--- config.mk ---
export PLATFORM = sky130hd
export DESIGN_NAME = ocg_osc_settle_gate
export DESIGN_NICKNAME = d
export VERILOG_FILES = /design/src/rtl/ocg_osc_settle_gate.v
export VERILOG_INCLUDE_DIRS = /design/src /design/src/rtl
export SDC_FILE = /design/constraint.sdc
export NUM_CORES = 1
export LEC_CHECK = 0
export BUFFER_PORTS_ARGS = -buffer_cell sky130_fd_sc_hd__buf_2
export CAP_MARGIN = 40
export CORE_ASPECT_RATIO = 0.8
export CORE_MARGIN = 2
export CORE_UTILIZATION = 40
export DETAILED_ROUTE_END_ITERATION = 8
export HOLD_SLACK_MARGIN = 0.02
export SLEW_MARGIN = 0
export SYNTH_ARGS = -nofsm -noshare
export SYNTH_HDL_FRONTEND = slang
export SYNTH_SLANG_ARGS = --single-unit
--- constraint.sdc ---
create_clock -name I_MCLK -period 6.02 [get_ports I_MCLK]
set_clock_uncertainty 0.2 [all_clocks]
set_input_delay 1.505 -clock I_MCLK [delete_from_list [all_inputs] [get_ports I_MCLK]]
set_output_delay 1.505 -clock I_MCLK [all_outputs]
set_load 0.01 [all_outputs]
--- src/rtl/ocg_defines.vh ---
// Offsets, field positions, reset values and timing constants for the clock-gate block
`ifndef OCG_DEFINES_VH
`define OCG_DEFINES_VH
`define OCG_ADDR_W 20
`define OCG_GATE_A_ADDR 20'hf00f0
`define OCG_SETTLE_SEL_ADDR 20'hfffa3
`define OCG_STATUS_ADDR 20'hfffa2
`define OCG_GATE_A_RST 8'h00
`define OCG_SETTLE_SEL_RST 3'h7
`define OCG_STATUS_RST 8'h00
`define OCG_GATE_A_MASK 8'hfd
`define OCG_SETTLE_PAD 16
`define OCG_CNT_W 19
`define OCG_BIT_ITIMER 7
`define OCG_BIT_CMP 6
`define OCG_BIT_ADC 5
`define OCG_BIT_TWS 4
`define OCG_BIT_SERB 3
`define OCG_BIT_SERA 2
`define OCG_BIT_TARR 0
`endif

--- src/rtl/ocg_osc_settle_gate.v ---
// Oscillator settle timer, settle status register and peripheral clock gates
`include "ocg_defines.vh"

//
// How it works
// - Clearing the main oscillator halt starts an automatic settle wait.
// - Settle time select resets to 07H.
// - Code k selects (2^k+16) crystal cycles, k = 8,9,10,11,13,15,17,18.
// - Settle counter stops at the selected time.
// - After stop release, status shows bits only up to selected time.
// - Counting begins at real oscillation, not at circuit start.
// - Gate register clears to 00H, peripherals unclocked and in reset.
// - Gate register takes single-bit and whole-byte writes.
// - Gate bits 7..2 and 0 enable seven units; bit 1 reads zero.
// - Interval timer gate low stops clock, blocks writes, holds reset.
// - Comparator gate low stops clock, blocks writes, holds reset.
// - Status clears on reset, stop entry, halt set; fills with ones.
module ocg_osc_settle_gate #(
   parameter SETTLE_PAD = `OCG_SETTLE_PAD
) (
   input wire I_MCLK,
   input wire I_RESETN,
   input wire [19:0] I_ADDR,
   input wire I_WR,
   input wire I_RD,
   input wire I_BIT_OP,
   input wire [2:0] I_BIT_SEL,
   input wire [7:0] I_WDATA,
   output reg [7:0] O_RDATA,
   input wire I_MAIN_OSC_HALT,
   input wire I_STOP_ENTER,
   input wire I_STOP_RELEASE,
   input wire I_OSC_RUNNING,
   input wire I_XTAL_CLK,
   output wire O_SETTLE_DONE,
   output wire [7:0] O_PERIPH_CLK_EN,
   output wire [7:0] O_PERIPH_RESET_N,
   output wire [7:0] O_PERIPH_WR_EN
);

   //------------------------------------------------------------
   // Helpers
   //------------------------------------------------------------
   // Crystal cycles for each select code
   function [18:0] settle_limit;
      input [2:0] code;
      reg [4:0] k;
      begin
         case (code)
            3'h0: k = 5'h08;
            3'h1: k = 5'h09;
            3'h2: k = 5'h0a;
            3'h3: k = 5'h0b;
            3'h4: k = 5'h0d;
            3'h5: k = 5'h0f;
            3'h6: k = 5'h11;
            default: k = 5'h12;
         endcase
         settle_limit = (19'h00001 << k) + SETTLE_PAD[18:0];
      end
   endfunction

   //------------------------------------------------------------
   // Pin synchronisers (three stages, second and third agree)
   //------------------------------------------------------------
   // Crystal clock is sampled as data; it must run below an eighth of I_MCLK
   reg [3:0] s1_reg;
   reg [3:0] s2_reg;
   reg [3:0] s3_reg;
   reg [3:0] clean_reg;
   wire [3:0] pins = {I_XTAL_CLK, I_OSC_RUNNING, I_STOP_RELEASE, I_STOP_ENTER};

   always @(posedge I_MCLK or negedge I_RESETN) begin
      if (!I_RESETN) begin
         s1_reg <= 4'h0;
         s2_reg <= 4'h0;
         s3_reg <= 4'h0;
         clean_reg <= 4'h0;
      end else begin
         s1_reg <= pins;
         s2_reg <= s1_reg;
         s3_reg <= s2_reg;
         clean_reg <= (s2_reg & s3_reg) | (clean_reg & (s2_reg | s3_reg));
      end
   end
   wire stop_enter = clean_reg[0];
   wire stop_release = clean_reg[1];
   wire osc_running = clean_reg[2];
   wire xtal_clk = clean_reg[3];


   //------------------------------------------------------------
   // Registers
   //------------------------------------------------------------
   reg [2:0] settle_sel_reg;
   reg [7:0] gate_a_reg;
   wire wr_sel = I_WR && (I_ADDR == `OCG_SETTLE_SEL_ADDR);
   wire wr_gate = I_WR && (I_ADDR == `OCG_GATE_A_ADDR);
   wire [7:0] bit_mask = 8'h01 << I_BIT_SEL;
   reg [7:0] gate_a_next;

   // Fixed-zero gate bit is masked after every write
   always @* begin
      gate_a_next = gate_a_reg;
      if (wr_gate) begin
         if (I_BIT_OP)
            gate_a_next = (gate_a_reg & ~bit_mask) | (I_WDATA & bit_mask);
         else
            gate_a_next = I_WDATA;
      end
      gate_a_next = gate_a_next & `OCG_GATE_A_MASK;
   end

   // Bit writes to the select register are dropped; only byte writes land
   always @(posedge I_MCLK or negedge I_RESETN) begin
      if (!I_RESETN) begin
         settle_sel_reg <= `OCG_SETTLE_SEL_RST;
         gate_a_reg <= `OCG_GATE_A_RST;
      end else begin
         if (wr_sel && !I_BIT_OP)
            settle_sel_reg <= I_WDATA[2:0];
         gate_a_reg <= gate_a_next;
      end
   end

   //------------------------------------------------------------
   // Settle counter and status
   //------------------------------------------------------------
   // Event edges are taken against last cycle's level
   reg halt_d_reg;
   reg stop_d_reg;
   reg rel_d_reg;
   reg xclk_d_reg;
   reg armed_reg;
   reg [18:0] cnt_reg;
   reg [7:0] status_reg;
   wire [18:0] limit = settle_limit(settle_sel_reg);
   wire start_ev = (halt_d_reg && !I_MAIN_OSC_HALT) || (stop_release && !rel_d_reg);
   wire clear_ev = I_MAIN_OSC_HALT || (stop_enter && !stop_d_reg);
   wire xtal_tick = xtal_clk && !xclk_d_reg;
   integer i;
   reg [7:0] status_next;

   // Status bit 7 tracks the shortest time, bit 0 the longest
   always @* begin
      status_next = 8'h00;
      for (i = 0; i < 8; i = i + 1) begin
         if (cnt_reg >= settle_limit(i[2:0]) && i[2:0] <= settle_sel_reg)
            status_next[7 - i] = 1'b1;
      end
   end

   // Clear wins over start when both fall in one cycle
   // Counting only on crystal edges seen while the oscillator runs
   always @(posedge I_MCLK or negedge I_RESETN) begin
      if (!I_RESETN) begin
         halt_d_reg <= 1'b1;
         stop_d_reg <= 1'b0;
         rel_d_reg <= 1'b0;
         xclk_d_reg <= 1'b0;
         armed_reg <= 1'b0;
         cnt_reg <= 19'h00000;
         status_reg <= `OCG_STATUS_RST;
      end else begin
         halt_d_reg <= I_MAIN_OSC_HALT;
         stop_d_reg <= stop_enter;
         rel_d_reg <= stop_release;
         xclk_d_reg <= xtal_clk;
         if (clear_ev) begin
            armed_reg <= 1'b0;
            cnt_reg <= 19'h00000;
            status_reg <= 8'h00;
         end else begin
            if (start_ev) begin
               armed_reg <= 1'b1;
               cnt_reg <= 19'h00000;
            end else if (armed_reg && osc_running && xtal_tick && cnt_reg < limit)
               cnt_reg <= cnt_reg + 19'h00001;
            status_reg <= status_next;
         end
      end
   end

   assign O_SETTLE_DONE = armed_reg && (cnt_reg >= limit);

   //------------------------------------------------------------
   // Gate outputs and read mux
   //------------------------------------------------------------
   // Clock, reset release and write enable follow the same bit
   assign O_PERIPH_CLK_EN = gate_a_reg;
   assign O_PERIPH_RESET_N = gate_a_reg;
   assign O_PERIPH_WR_EN = gate_a_reg;

   // Read data stands one cycle, zero when no read
   reg [7:0] rdata_next;
   always @* begin
      rdata_next = 8'h00;
      if (!I_RD)
         rdata_next = 8'h00;
      else if (I_ADDR == `OCG_SETTLE_SEL_ADDR)
         rdata_next = {5'h00, settle_sel_reg};
      else if (I_ADDR == `OCG_GATE_A_ADDR)
         rdata_next = gate_a_reg;
      else if (I_ADDR == `OCG_STATUS_ADDR)
         rdata_next = status_reg;
      else
         rdata_next = 8'h00;
   end

   always @(posedge I_MCLK or negedge I_RESETN) begin
      if (!I_RESETN)
         O_RDATA <= 8'h00;
      else
         O_RDATA <= rdata_next;
   end
endmodule

==> metrics <==
ys flop type dfrtp_1; IO Pins 74; largest family of logic cells by synthesized area simple AND/OR/NAND/NOR gates; 1st-iter DRT viols 219; vias per cell 5.351; fin crit share 83.91%; Net count, final 526; final worst slack 0.9683 ns; Max stage delay on crit path 0.69 ns; die width 114.0 um; Simple-Gate Fraction of Synth Area 25.23%; initial antenna violation count 0; Syn Area/Cell 9.733 sq um; CP Max Fanout 19; power after layout 1.086 mW; GRT Util Overall 17.94%; CTS resizes 0; outcome completed; Diodes inserted 0; drt wl/cell 15.13 um; global-route wire length before repair 14570 um; number of hold violations in the final report 0; filler cell count 875; total grt overflow 0; Final ANT Viol Nets 0; First-pass DRT Iterations 4; Synth Area in XOR/XNOR 0%; Achievable Freq 0.1980 GHz; Synth Area in Compound Gates 9.012%; cell area after synthesis 3874 sq um; #FFs+latches synth 66; postcts setup bufs 0; EDFF count, synth 0; largest net degree at the start of global routing 67; clock tree root driver cell clkbuf_16; worst min path class reg2reg; Arrival @ worst endpoint 3.35 ns; top cell type by total area after synthesis dfrtp_1; worst skew pair latency 0.33 ns; CTS buffer count 9; Synth Warn # 0; mux share of post-synthesis cell area 7.817%; clk slew on worst S/H paths 0.05 ns; pwr dens 237.5 nW/um^2; drc violations 0; CTS tree yes; Synth cell types 56; ratio of cells with drive above 1 in the final layout 24.15%; core area 9529 sq um; CTS Buffer Depth 2; RSZ-0062 raised after global routing false; htree depth 3; vias in the first global route 2989; part of the Yosys area used for sequential elements 42.76%; post-layout util 47.99%; crit end category primary output; Synth top cells by count 62 x dfrtp_1, 51 x nand2_1, 23 x nor2_1; Synth top area share 40.05%; Lkg Pwr 2.044 nW; Req. time, crit path 4.32 ns; Slew headroom 45.74%; CP max-delay cell a32o_1; cell chain of the critical path or3b_2 > ha_1 > nand4_1 > nor3_1 > a32o_1 > nor2_1 > a21boi_0 > buf_2; Post-Synth Adder-Cell Area 8.140%; Via Count 3141; die area 10490 sq um; Crit Path Class reg2out; die height 92.02 um; peak supply drop 0.1565 mV; dpl hpwl 6423 um; initial core utilization 40.65%; Slew Viols, Final 0; top-count cell post-synth dfrtp_1; Rows 32; Period minus WS final 5.052 ns; P&R area growth vs syn 18.06%; slew at the pin with the worst max-slew slack 0.8139 ns; post-synthesis instance total 398; Place WS 1.325 ns; Worst setup SP type register; maxcap violations 0; FFs w/ async S/R, synth 100.0%; gpl congestion 0.8099; worst hold slack 0.1531 ns; Fin Setup TNS 0 ns; IO buf count 70; Final setup violation count 0; clock sink count 66; Total Wirelength 8881 um; largest cells by area after synthesis dfrtp_1 40%, ha_1 7.1%, nand2_1 4.9%; hold_buf cts 0
-- cell usage in the layout (no fill, tap or decap), drive strengths merged, types with 3 or more instances in the layout --
cell type  instances
mux2              10
nor2b              3
nand2             51
nand3b             3
a21oi             14
and3               4
a22oi              6
ha                22
or4                3
dfstp              4
nand2b            17
o21ai              9
clkinvlp           3
nor4              20
o31ai              3
inv               16
and4               3
nand4             12
or3                3
nor2              23
conb              14
mux2i             19
dfrtp             62
buf               73
maj3               4
nand3             16
nor3               8
clkbuf            10
-- worst max-delay path, delay by kind of cell, from the launching register on --
| kind | cells | cell delay [ns] |
|---|---|---|
| and+or+nand+nor | 4 | 0.95 |
| adders and majority gates | 1 | 0.34 |
| AOI/OAI and AO/OA | 2 | 0.92 |
| DFF | 1 | 0.65 |
| buffers and inverters | 1 | 0.17 |
-- path summary, 6_finish.rpt --
check	cells after the start	startpoint	slack, ns	endpoint
max	8	settle_sel_reg[1]	0.97	O_SETTLE_DONE
min	0	s1_reg[0]	0.15	s2_reg[0]
max reg2reg	7	settle_sel_reg[1]	2.65	cnt_reg[1]
min reg2reg	0	s1_reg[0]	0.15	s2_reg[0]
max in group asynchronous	2	I_RESETN	3.94	s2_reg[3]
min in group asynchronous	2	I_RESETN	1.15	async pin
-- power breakdown --
group | switching [mW] | total (mW) | leakage [nW] | internal, mW
Sequential | 0.00574 | 0.460 | 0.863 | 0.454
Combinational | 0.0408 | 0.0660 | 1.04 | 0.0252
Clock | 0.197 | 0.560 | 0.145 | 0.363
-- area by class of cell --
class	count	area, sq um	area share [%]
Clock inverter	6	91.34	1.997
Timing Repair Buffer	73	372.9	8.153
Clock buffer	10	229.0	5.007
Sequential cell	66	1657	36.22
Multi-Input combinational cell	297	2014	44.05
Inverter	16	60.06	1.313
Tap cell	119	148.9	3.256
-- metal layers --
layer / up-vias / wire length [um] / GRT usage [%]
li1: 1540 / - / -
met2: 92 / 4022 / 26.54
met3: 11 / 609 / 5.486
met1: 1498 / 4161 / 25.33
met4: 0 / 88 / 5.285
met5: - / 0 / 0
-- kinds of logic (layout without fill, tap and decap cells) --
family,after synthesis,in the layout
simple gates,178,178
other cells,2,14
buf+inv,47,105
mux,29,29
fa+ha+maj,26,26
flops,66,66
compound gates,50,50
-- stage by stage --
| stage | instance area (sq um) | cells |
|---|---|---|
| 2_1_floorplan | 3919 | 410 |
| 3_3_place_gp | 4253 | 571 |
| 3_5_place_dp | 4253 | 571 |
| 4_1_cts | 4573 | 587 |
| 5_1_grt | 4573 | 587 |
| 6_report | 4573 | 587 |
Note: power is estimated with default switching activity, not from simulation.
